==> config.mk <==
export PLATFORM = sky130hd
export DESIGN_NAME = ref_status_nvm_ctrl
export DESIGN_NICKNAME = d
export VERILOG_FILES = /design/src/hdl/ref_nvm_pkg.sv /design/src/hdl/ref_status_nvm_ctrl.sv
export SDC_FILE = /design/constraint.sdc
export NUM_CORES = 1
export LEC_CHECK = 0
export BUFFER_PORTS_ARGS = -buffer_cell sky130_fd_sc_hd__clkbuf_2
export CAP_MARGIN = 5
export CORE_ASPECT_RATIO = 1.2
export CORE_MARGIN = 2
export CORE_UTILIZATION = 53
export CTS_CLUSTER_SIZE = 25
export DETAILED_ROUTE_END_ITERATION = 7
export PLACE_DENSITY_LB_ADDON = 0.2
export SLEW_MARGIN = 20
export SYNTH_ARGS = -nofsm -noshare
export SYNTH_HDL_FRONTEND = slang
export SYNTH_SLANG_ARGS = --single-unit
==> constraint.sdc <==
create_clock -name clk -period 6.3 [get_ports clk]
set_clock_uncertainty 0.1 [all_clocks]
set_input_delay 0.63 -clock clk [delete_from_list [all_inputs] [get_ports clk]]
set_output_delay 0.63 -clock clk [all_outputs]
set_load 0.1 [all_outputs]
==> src/hdl/ref_nvm_pkg.sv <==
// Register map, field positions and encodings for the reference status and NVM control bank
// Overview of operation
// - A reference's valid flag (bit 7 second, bit 3 first) is set only while it is unfaulted and its validation timer has expired.
// - A reference's fault flag (bit 6 second, bit 2 first) is set whenever that reference's monitor reports a fault.
// - A reference's fast flag (bit 5 second, bit 1 first) is set when its frequency is above its profile's upper limit.
// - A reference's slow flag (bit 4 second, bit 0 first) is set when its frequency is below its profile's lower limit.
// - A missing clock on a reference shows as its fast and slow flags both set.
// - Reference status refreshes only when 0x01 is written to index 0x0005, which the host must do before reading.
// - The current 30-bit oscillator tuning word reads back over four bytes, least significant at index 0x0D0D.
// - The 12-bit phase lock level reads as bits 7:0 at 0x0D11 and bits 11:8 in the low nibble of 0x0D12.
// - The 12-bit frequency lock level reads as bits 7:0 at 0x0D13 and bits 11:8 in the low nibble of 0x0D14.
// - Bit 0 of 0x0E00 acts at once on write; 0 after reset protects the NVM and 1 permits writes.
// - The 4-bit load condition in bits 3:0 of 0x0E01 resets to 0, acts at once and governs loads when nonzero.
// - Writing 1 to bit 0 of 0x0E02 starts a save at once and the bit clears itself.
// - Writing 1 to bit 1 of 0x0E03 starts a load at once and the bit clears itself.
// - Index 0x0D03 raises bit 0 when a save or load completes and bit 1 when one faults.
package ref_nvm_pkg;

  localparam int IDX_W = 12;

  // Register indices; byte address is four times the index
  localparam logic [IDX_W-1:0] IDX_XFER      = 12'h005;
  localparam logic [IDX_W-1:0] IDX_NVM_BUSY  = 12'hD00;
  localparam logic [IDX_W-1:0] IDX_EVT_STAT  = 12'hD03;
  localparam logic [IDX_W-1:0] IDX_REF_STAT  = 12'hD0B;
  localparam logic [IDX_W-1:0] IDX_RSVD_D0C  = 12'hD0C;
  localparam logic [IDX_W-1:0] IDX_TW0       = 12'hD0D;
  localparam logic [IDX_W-1:0] IDX_TW1       = 12'hD0E;
  localparam logic [IDX_W-1:0] IDX_TW2       = 12'hD0F;
  localparam logic [IDX_W-1:0] IDX_TW3       = 12'hD10;
  localparam logic [IDX_W-1:0] IDX_PH_LO     = 12'hD11;
  localparam logic [IDX_W-1:0] IDX_PH_HI     = 12'hD12;
  localparam logic [IDX_W-1:0] IDX_FR_LO     = 12'hD13;
  localparam logic [IDX_W-1:0] IDX_FR_HI     = 12'hD14;
  localparam logic [IDX_W-1:0] IDX_EVT_EN    = 12'hD20;
  localparam logic [IDX_W-1:0] IDX_EVT_CLR   = 12'hD21;
  localparam logic [IDX_W-1:0] IDX_WPROT     = 12'hE00;
  localparam logic [IDX_W-1:0] IDX_LOAD_COND = 12'hE01;
  localparam logic [IDX_W-1:0] IDX_SAVE_TRIG = 12'hE02;
  localparam logic [IDX_W-1:0] IDX_LOAD_TRIG = 12'hE03;

  // Field positions
  localparam int BIT_BUSY      = 1;
  localparam int BIT_EVT_DONE  = 0;
  localparam int BIT_EVT_FAULT = 1;
  localparam int BIT_WEN       = 0;
  localparam int BIT_SAVE      = 0;
  localparam int BIT_LOAD      = 1;
  localparam int EVT_W         = 2;
  localparam int COND_W        = 4;

  localparam logic [7:0]        XFER_CMD   = 8'h01;
  localparam logic [COND_W-1:0] COND_RESET = 4'h0;

  localparam logic [1:0] RESP_OKAY   = 2'h0;
  localparam logic [1:0] RESP_DECERR = 2'h3;

  // NVM sequencer states, Gray along idle -> save/load
  typedef enum logic [1:0] {
    NVM_IDLE = 2'b00,
    NVM_SAVE = 2'b01,
    NVM_LOAD = 2'b10
  } nvm_state_t;

endpackage

==> src/hdl/ref_status_nvm_ctrl.sv <==
// AXI4-Lite register bank: reference status, tuning and lock readback, NVM control
//
// Chosen here: the AXI4-Lite interface to the registers.
`timescale 1ns/1ps
module ref_status_nvm_ctrl #(
  parameter int ADDR_W = 16,
  parameter int TW_W   = 30,
  parameter int TUB_W  = 12
) (
  input  wire logic                            clk,
  input  wire logic                            rst,
  // AXI4-Lite slave
  input  wire logic [ADDR_W-1:0]               s_axi_awaddr,
  input  wire logic                            s_axi_awvalid,
  output logic                                 s_axi_awready,
  input  wire logic [31:0]                     s_axi_wdata,
  input  wire logic [3:0]                      s_axi_wstrb,
  input  wire logic                            s_axi_wvalid,
  output logic                                 s_axi_wready,
  output logic [1:0]                           s_axi_bresp,
  output logic                                 s_axi_bvalid,
  input  wire logic                            s_axi_bready,
  input  wire logic [ADDR_W-1:0]               s_axi_araddr,
  input  wire logic                            s_axi_arvalid,
  output logic                                 s_axi_arready,
  output logic [31:0]                          s_axi_rdata,
  output logic [1:0]                           s_axi_rresp,
  output logic                                 s_axi_rvalid,
  input  wire logic                            s_axi_rready,
  // Reference monitors, index 0 first reference, index 1 second
  input  wire logic [1:0]                      ref_fault,
  input  wire logic [1:0]                      ref_timer_done,
  input  wire logic [1:0]                      ref_fast,
  input  wire logic [1:0]                      ref_slow,
  input  wire logic [1:0]                      ref_missing,
  // History and lock detect readback
  input  wire logic [TW_W-1:0]                 tuning_word,
  input  wire logic [TUB_W-1:0]                phase_lock_level,
  input  wire logic [TUB_W-1:0]                freq_lock_level,
  // NVM sequencer
  output logic                                 nvm_save_start,
  output logic                                 nvm_load_start,
  output logic                                 nvm_write_enable,
  output logic [ref_nvm_pkg::COND_W-1:0]       nvm_load_condition,
  input  wire logic                            nvm_done,
  input  wire logic                            nvm_error,
  output logic                                 irq
);
  import ref_nvm_pkg::*;

  // Flags of one reference, {valid, fault, fast, slow}
  function automatic logic [3:0] ref_flags(input logic fault, input logic timer_done,
                                           input logic fast, input logic slow,
                                           input logic missing);
    ref_flags = {~fault & timer_done,
                 fault,
                 fast | missing,
                 slow | missing};
  endfunction

  function automatic logic is_mapped(input logic [IDX_W-1:0] idx);
    case (idx)
      IDX_XFER,
      IDX_NVM_BUSY,
      IDX_EVT_STAT,
      IDX_REF_STAT,
      IDX_RSVD_D0C,
      IDX_TW0,
      IDX_TW1,
      IDX_TW2,
      IDX_TW3,
      IDX_PH_LO,
      IDX_PH_HI,
      IDX_FR_LO,
      IDX_FR_HI,
      IDX_EVT_EN,
      IDX_EVT_CLR,
      IDX_WPROT,
      IDX_LOAD_COND,
      IDX_SAVE_TRIG,
      IDX_LOAD_TRIG: is_mapped = 1'b1;
      default:                      is_mapped = 1'b0;
    endcase
  endfunction

  logic [IDX_W-1:0]  aw_idx_q;
  logic              aw_full_q;
  logic [7:0]        wbyte_q;
  logic              wlane_q;
  logic              w_full_q;
  logic              wr_fire;
  logic              wr_byte;
  logic [7:0]        ref_stat_q;
  logic [TW_W-1:0]   tw_q;
  logic [TUB_W-1:0]  ph_q;
  logic [TUB_W-1:0]  fr_q;
  logic [EVT_W-1:0]  evt_stat_q;
  logic [EVT_W-1:0]  evt_en_q;
  logic [EVT_W-1:0]  evt_set;
  logic [EVT_W-1:0]  evt_clr;
  nvm_state_t        nvm_q;
  logic              save_req;
  logic              load_req;
  logic [31:0]       tw_ext;
  logic [7:0]        rd_byte;
  logic [IDX_W-1:0]  ar_idx;
  logic              hit_xfer;
  logic              hit_evt_en;
  logic              hit_evt_clr;
  logic              hit_wprot;
  logic              hit_cond;
  logic              hit_save;
  logic              hit_load;
  logic [7:0]        ref_now;
  logic [1:0]        wr_resp;
  logic [1:0]        rd_resp;

  // Only byte lane 0 carries data; upper lanes are ignored
  assign wr_fire = aw_full_q & w_full_q & ~s_axi_bvalid;
  assign wr_byte = wr_fire & wlane_q & is_mapped(aw_idx_q);

  // One strobe per writable register, high in the cycle the write commits
  assign hit_xfer    = wr_byte && aw_idx_q == IDX_XFER;
  assign hit_evt_en  = wr_byte && aw_idx_q == IDX_EVT_EN;
  assign hit_evt_clr = wr_byte && aw_idx_q == IDX_EVT_CLR;
  assign hit_wprot   = wr_byte && aw_idx_q == IDX_WPROT;
  assign hit_cond    = wr_byte && aw_idx_q == IDX_LOAD_COND;
  assign hit_save    = wr_byte && aw_idx_q == IDX_SAVE_TRIG;
  assign hit_load    = wr_byte && aw_idx_q == IDX_LOAD_TRIG;

  assign save_req = hit_save && wbyte_q[BIT_SAVE];
  assign load_req = hit_load && wbyte_q[BIT_LOAD];
  assign evt_clr  = hit_evt_clr ? wbyte_q[EVT_W-1:0] : '0;
  // Bits above the tuning word read as zero
  assign tw_ext   = {{(32-TW_W){1'b0}}, tw_q};
  assign ar_idx   = s_axi_araddr[IDX_W+1:2];
  assign wr_resp  = is_mapped(aw_idx_q) ? RESP_OKAY : RESP_DECERR;
  assign rd_resp  = is_mapped(ar_idx) ? RESP_OKAY : RESP_DECERR;

  // Both references decoded alike, second reference in the upper nibble
  assign ref_now = {ref_flags(ref_fault[1], ref_timer_done[1], ref_fast[1], ref_slow[1],
                              ref_missing[1]),
                    ref_flags(ref_fault[0], ref_timer_done[0], ref_fast[0], ref_slow[0],
                              ref_missing[0])};

  // Write address channel
  always_ff @(posedge clk or posedge rst) begin
    if (rst) begin
      s_axi_awready <= 1'b0;
      aw_full_q     <= 1'b0;
      aw_idx_q      <= '0;
    end else if (s_axi_awvalid && s_axi_awready) begin
      s_axi_awready <= 1'b0;
      aw_full_q     <= 1'b1;
      aw_idx_q      <= s_axi_awaddr[IDX_W+1:2];
    end else if (s_axi_bvalid && s_axi_bready) begin
      s_axi_awready <= 1'b1;
      aw_full_q     <= 1'b0;
    end else if (!aw_full_q) begin
      s_axi_awready <= 1'b1;
    end
  end

  // Write data channel, taken independently of the address
  // Readies come back only with the response, so one write is in flight at a time
  always_ff @(posedge clk or posedge rst) begin
    if (rst) begin
      s_axi_wready <= 1'b0;
      w_full_q     <= 1'b0;
      wbyte_q      <= '0;
      wlane_q      <= 1'b0;
    end else if (s_axi_wvalid && s_axi_wready) begin
      s_axi_wready <= 1'b0;
      w_full_q     <= 1'b1;
      wbyte_q      <= s_axi_wdata[7:0];
      wlane_q      <= s_axi_wstrb[0];
    end else if (s_axi_bvalid && s_axi_bready) begin
      s_axi_wready <= 1'b1;
      w_full_q     <= 1'b0;
    end else if (!w_full_q) begin
      s_axi_wready <= 1'b1;
    end
  end

  // Write response once both halves are held
  always_ff @(posedge clk or posedge rst) begin
    if (rst) begin
      s_axi_bvalid <= 1'b0;
      s_axi_bresp  <= RESP_OKAY;
    end else if (wr_fire) begin
      s_axi_bvalid <= 1'b1;
      s_axi_bresp  <= wr_resp;
    end else if (s_axi_bready) begin
      s_axi_bvalid <= 1'b0;
    end
  end

  // Status snapshot: held until the host issues the transfer strobe
  always_ff @(posedge clk or posedge rst) begin
    if (rst) begin
      ref_stat_q <= '0;
    end else if (hit_xfer && wbyte_q == XFER_CMD) begin
      ref_stat_q <= ref_now;
    end
  end

  // Readback values track their sources every cycle
  // Unlike reference status they are not held for the transfer strobe
  always_ff @(posedge clk or posedge rst) begin
    if (rst) begin
      tw_q <= '0;
      ph_q <= '0;
      fr_q <= '0;
    end else begin
      tw_q <= tuning_word;
      ph_q <= phase_lock_level;
      fr_q <= freq_lock_level;
    end
  end

  // Live NVM configuration, no transfer strobe needed
  always_ff @(posedge clk or posedge rst) begin
    if (rst) begin
      nvm_write_enable   <= 1'b0;
      nvm_load_condition <= COND_RESET;
    end else if (hit_wprot) begin
      nvm_write_enable   <= wbyte_q[BIT_WEN];
    end else if (hit_cond) begin
      nvm_load_condition <= wbyte_q[COND_W-1:0];
    end
  end

  // NVM sequencer: a request while busy is ignored, the sequencer finishes first
  always_ff @(posedge clk or posedge rst) begin
    if (rst) begin
      nvm_q          <= NVM_IDLE;
      nvm_save_start <= 1'b0;
      nvm_load_start <= 1'b0;
    end else begin
      nvm_save_start <= 1'b0;
      nvm_load_start <= 1'b0;
      case (nvm_q)
        NVM_IDLE: begin
          // A protected save stays idle, so no start pulse reaches the NVM
          if (save_req && nvm_write_enable) begin
            nvm_q          <= NVM_SAVE;
            nvm_save_start <= 1'b1;
          end else if (load_req) begin
            nvm_q          <= NVM_LOAD;
            nvm_load_start <= 1'b1;
          end
        end
        NVM_SAVE, NVM_LOAD: begin
          if (nvm_done || nvm_error) begin
            nvm_q <= NVM_IDLE;
          end
        end
        default: nvm_q <= NVM_IDLE;
      endcase
    end
  end

  // Completion and fault events; a protected save is refused and reported as a fault
  always_comb begin
    evt_set = '0;
    if (nvm_q != NVM_IDLE && nvm_done && !nvm_error) begin
      evt_set[BIT_EVT_DONE] = 1'b1;
    end
    if (nvm_q != NVM_IDLE && nvm_error) begin
      evt_set[BIT_EVT_FAULT] = 1'b1;
    end
    if (nvm_q == NVM_IDLE && save_req && !nvm_write_enable) begin
      evt_set[BIT_EVT_FAULT] = 1'b1;
    end
  end

  // Sticky flags: a set in the same cycle as its clear wins
  always_ff @(posedge clk or posedge rst) begin
    if (rst) begin
      evt_stat_q <= '0;
    end else begin
      evt_stat_q <= (evt_stat_q & ~evt_clr) | evt_set;
    end
  end

  // The mask only gates the interrupt; status bits collect regardless
  always_ff @(posedge clk or posedge rst) begin
    if (rst) begin
      evt_en_q <= '0;
    end else if (hit_evt_en) begin
      evt_en_q <= wbyte_q[EVT_W-1:0];
    end
  end

  // Registered so the pin cannot glitch while status and mask change together
  always_ff @(posedge clk or posedge rst) begin
    if (rst) begin
      irq <= 1'b0;
    end else begin
      irq <= |(evt_stat_q & evt_en_q);
    end
  end

  // Read byte mux; reserved and write-only fields read as zero
  always_comb begin
    rd_byte = '0;
    case (ar_idx)
      IDX_NVM_BUSY:  rd_byte[BIT_BUSY] = (nvm_q != NVM_IDLE);
      IDX_EVT_STAT:  rd_byte[EVT_W-1:0] = evt_stat_q;
      IDX_REF_STAT:  rd_byte = ref_stat_q;
      IDX_TW0:       rd_byte = tw_ext[7:0];
      IDX_TW1:       rd_byte = tw_ext[15:8];
      IDX_TW2:       rd_byte = tw_ext[23:16];
      IDX_TW3:       rd_byte = tw_ext[31:24];
      IDX_PH_LO:     rd_byte = ph_q[7:0];
      IDX_PH_HI:     rd_byte[TUB_W-9:0] = ph_q[TUB_W-1:8];
      IDX_FR_LO:     rd_byte = fr_q[7:0];
      IDX_FR_HI:     rd_byte[TUB_W-9:0] = fr_q[TUB_W-1:8];
      IDX_EVT_EN:    rd_byte[EVT_W-1:0] = evt_en_q;
      IDX_WPROT:     rd_byte[BIT_WEN] = nvm_write_enable;
      IDX_LOAD_COND: rd_byte[COND_W-1:0] = nvm_load_condition;
      IDX_SAVE_TRIG: rd_byte[BIT_SAVE] = (nvm_q == NVM_SAVE);
      IDX_LOAD_TRIG: rd_byte[BIT_LOAD] = (nvm_q == NVM_LOAD);
      default:       rd_byte = '0;
    endcase
  end

  // Read channel: one read at a time, answered the cycle after acceptance
  always_ff @(posedge clk or posedge rst) begin
    if (rst) begin
      s_axi_arready <= 1'b0;
      s_axi_rvalid  <= 1'b0;
      s_axi_rdata   <= '0;
      s_axi_rresp   <= RESP_OKAY;
    end else if (s_axi_arvalid && s_axi_arready) begin
      s_axi_arready <= 1'b0;
      s_axi_rvalid  <= 1'b1;
      s_axi_rdata   <= {24'h000000, rd_byte};
      s_axi_rresp   <= rd_resp;
    end else if (s_axi_rvalid && s_axi_rready) begin
      s_axi_rvalid  <= 1'b0;
      s_axi_arready <= 1'b1;
    end else if (!s_axi_rvalid) begin
      s_axi_arready <= 1'b1;
    end
  end

endmodule

==> metrics.txt <==
endpoints failing hold=0; Pleak=between 2 and 3 nW; Synth area leaders=dfrtp_1, mux2_2, buf_4, nand2_1, a22o_1; post-synth top area share=55.2%; Max-slew headroom=40.3%; total gr overflow=0; CP Capture Type=register; Fin Setup TNS=0 ns; n_diodes=0; max_cap viols=0; clk_lat worst skew=around 0.41 ns; final wirelength=roughly 12,000 um; wire length per cell=16.5 um; root buffer cell=clkbuf_16; H-tree depth=4; layout cells sized above 1=36.7%; GPL Wtd Cong=0.847; Tmin final=2.46 ns; First-pass DRT Iterations=5; Worst Path Max Fanout=31; Post-synth EDFFs=0; CTS buffer count=17; max frequency=0.407 GHz; setup bufs post-CTS=0; Std-Cell Rows=39; Yosys top cell by area=dfrtp_1; hold_buf cts=0; post-route ant nets=0; CTS tree=yes; vias per std cell=5.43; flops & latches, synth=114; largest net degree at the start of global routing=60; Clock transition at path regs=0.05 ns; Synth Flop Type=dfrtp_1; status=completed; initial antenna violation count=0; GR Util All Layers=23.4%; RSZ-0062 raised after global routing=no; Port Buffers=130; Yosys warnings=0; Critical-path top delay cell=nor2b_1; share of flip-flops with an asynchronous set or reset=100%; core area=9520 um^2; Peak VDD IR=0.000406 V; Via Count=3,802; Slew @ Worst Pin=0.892 ns; first-pass GRT wire length=18,800 um; CP max stage delay=0.63 ns; Hold Path Class=primary input to async pin; period utilisation layout=39.0%; Post-Syn Area per Cell=11.8 um^2; Min Hold Slack=approximately 0.21 ns; Critical Path AT=2.70 ns; Die H=roughly 110 um; power per cell area=393 nW/um^2; worst setup margin=3.84 ns; clock sink count=114; ordered cell list for the critical path=clkbuf_2 -> nor2b_1 -> nor4b_1 -> a2111oi_0 -> a32o_1; Slew Limit Fails=0; count of different cell masters after synthesis=slightly above 60; Die Width=94.2 um; detailed-placement wirelength estimate=8560 um; post-cts repair resize count=0; Gate Count Post-Synth=about 440; DRC=0; Final setup viols=0; synthesized area=5170 um^2; DIE AREA=10,600 um^2; startpoint types=primary input; Setup CP Type=primary input to register; fin nets=708; vias in the first global route=3,871; DR iter-0 viols=about 210; Seq/Total Area, Yosys=55.2%; IO Pins=190; Initial Util=54.3%; area grow syn2layout=21.8%; WP data required=about 6.5 ns; CTS Buffer Depth=2; pre-CTS WS=3.42 ns
==> per-layer routing <==
metal  vias up  GRT usage [%]  part of all wire [%]
met3        19           6.64                   6.9
met2       146           39.6                    52
met4         0           11.3                   2.3
met1      1846           27.2                    39
met5         -              0                     0
li1       1791              -                     -
==> through the flow <==
stage | power, mW | instances | util [%] | cell area, um^2
global placement | 1.53 | 668 | 59.9 | 5700
detailed placement | 1.56 | 668 | 59.9 | 5700
global route | 2.58 | 700 | 66.2 | 6290
CTS | 2.49 | 700 | 66.2 | 6290
finish | 2.47 | 700 | 66.2 | 6290
floorplan | 1.44 | 460 | - | 5260
==> worst max-delay path, delay by kind of cell <==
kind	cells	cell delay, ns
buffers and inverters	1	0.59
AND/OR/NAND/NOR	2	0.74
AO/OA/AOI/OAI	2	0.72
==> path summary, 6_finish.rpt <==
| kind | startpoint | endpoint | slack (ns) | depth (start not counted) |
|---|---|---|---|---|
| setup / recovery | s_axi_araddr[2] | s_axi_rresp[0]$_DFFE_PP0P_ | 3.84 | 5 |
| hold / removal | rst | ph_q[1]$_DFF_PP0_ | 0.21 | 2 |
| setup reg to reg | aw_idx_q[5]$_DFFE_PP0P_ | ref_stat_q[6]$_DFFE_PP0P_ | 3.93 | 4 |
| hold reg to reg | s_axi_rdata[1]$_DFFE_PP0P_ | s_axi_rdata[1]$_DFFE_PP0P_ | 0.40 | 1 |
| max in group asynchronous | rst | wbyte_q[5]$_DFFE_PP0P_ | 4.68 | 3 |
| min in group clk | freq_lock_level[8] | fr_q[8]$_DFF_PP0_ | 0.22 | 1 |
==> placed cells by master (no fill, tap or decap), types with 4 or more instances in the layout <==
| cell type | n |
|---|---|
| clkbuf_2 | 130 |
| dfrtp_1 | 114 |
| mux2_2 | 39 |
| nand2_1 | 35 |
| nor2_1 | 27 |
| conb_1 | 24 |
| o21ai_0 | 19 |
| clkbuf_16 | 17 |
| a22o_1 | 13 |
| a21oi_1 | 11 |
| mux2i_1 | 10 |
| nor4b_1 | 10 |
| nor2b_1 | 9 |
| nand3b_1 | 8 |
| nor4_1 | 7 |
| inv_1 | 7 |
| nor3_1 | 7 |
| a22oi_1 | 7 |
| clkbuf_8 | 7 |
| nand3_1 | 6 |
| nand4_1 | 4 |
| clkinv_2 | 4 |
==> Yosys cell counts, types with 8 or more instances <==
master,instances
mux2i_1,10
mux2_2,39
a21oi_1,11
inv_1,8
nand3b_1,8
nor2_1,27
o21ai_0,19
nand2_1,35
buf_4,26
dfrtp_1,114
nor2b_1,9
nor4b_1,10
a22o_1,13
==> registers in the layout, indices dropped and copies added (netlist names), 2 cells and up <==
name,cells
fr_q,12
aw_idx_q,12
wbyte_q,8
ph_q,12
evt_en_q,2
evt_stat_q,2
tw_q,30
nvm_q,2
s_axi_rdata,8
nvm_load_condition,4
ref_stat_q,8
==> final cells by class <==
cell class / instances / area, um^2
repair buffers: 131 / 658
inverters: 8 / 32.5
well taps: 123 / 154
multi-input cells: 292 / 2000
fillers: 749 / 3220
clock inverters: 8 / 73.8
flip-flops and latches: 114 / 2850
clock buffers: 24 / 522
==> cell families (layout without fill, tap and decap cells) <==
kind of cell	Yosys count	count (layout)	share of synthesized area [%]
AND/OR/NAND/NOR	141	141	15.6
flip-flops	114	114	55.2
AO/OA/AOI/OAI	74	74	10.0
buffers and inverters	54	171	7.75
multiplexers	49	49	10.4
adder cells (fa/ha/maj)	4	4	0.920
other	1	24	0.0726
==> where the power goes <==
part	switching, mW	internal [mW]
sequential	0.122	0.847
clock	0.317	0.613
combinational	0.392	0.180
total	0.831	1.64
Note: power is estimated with default switching activity, not from simulation.
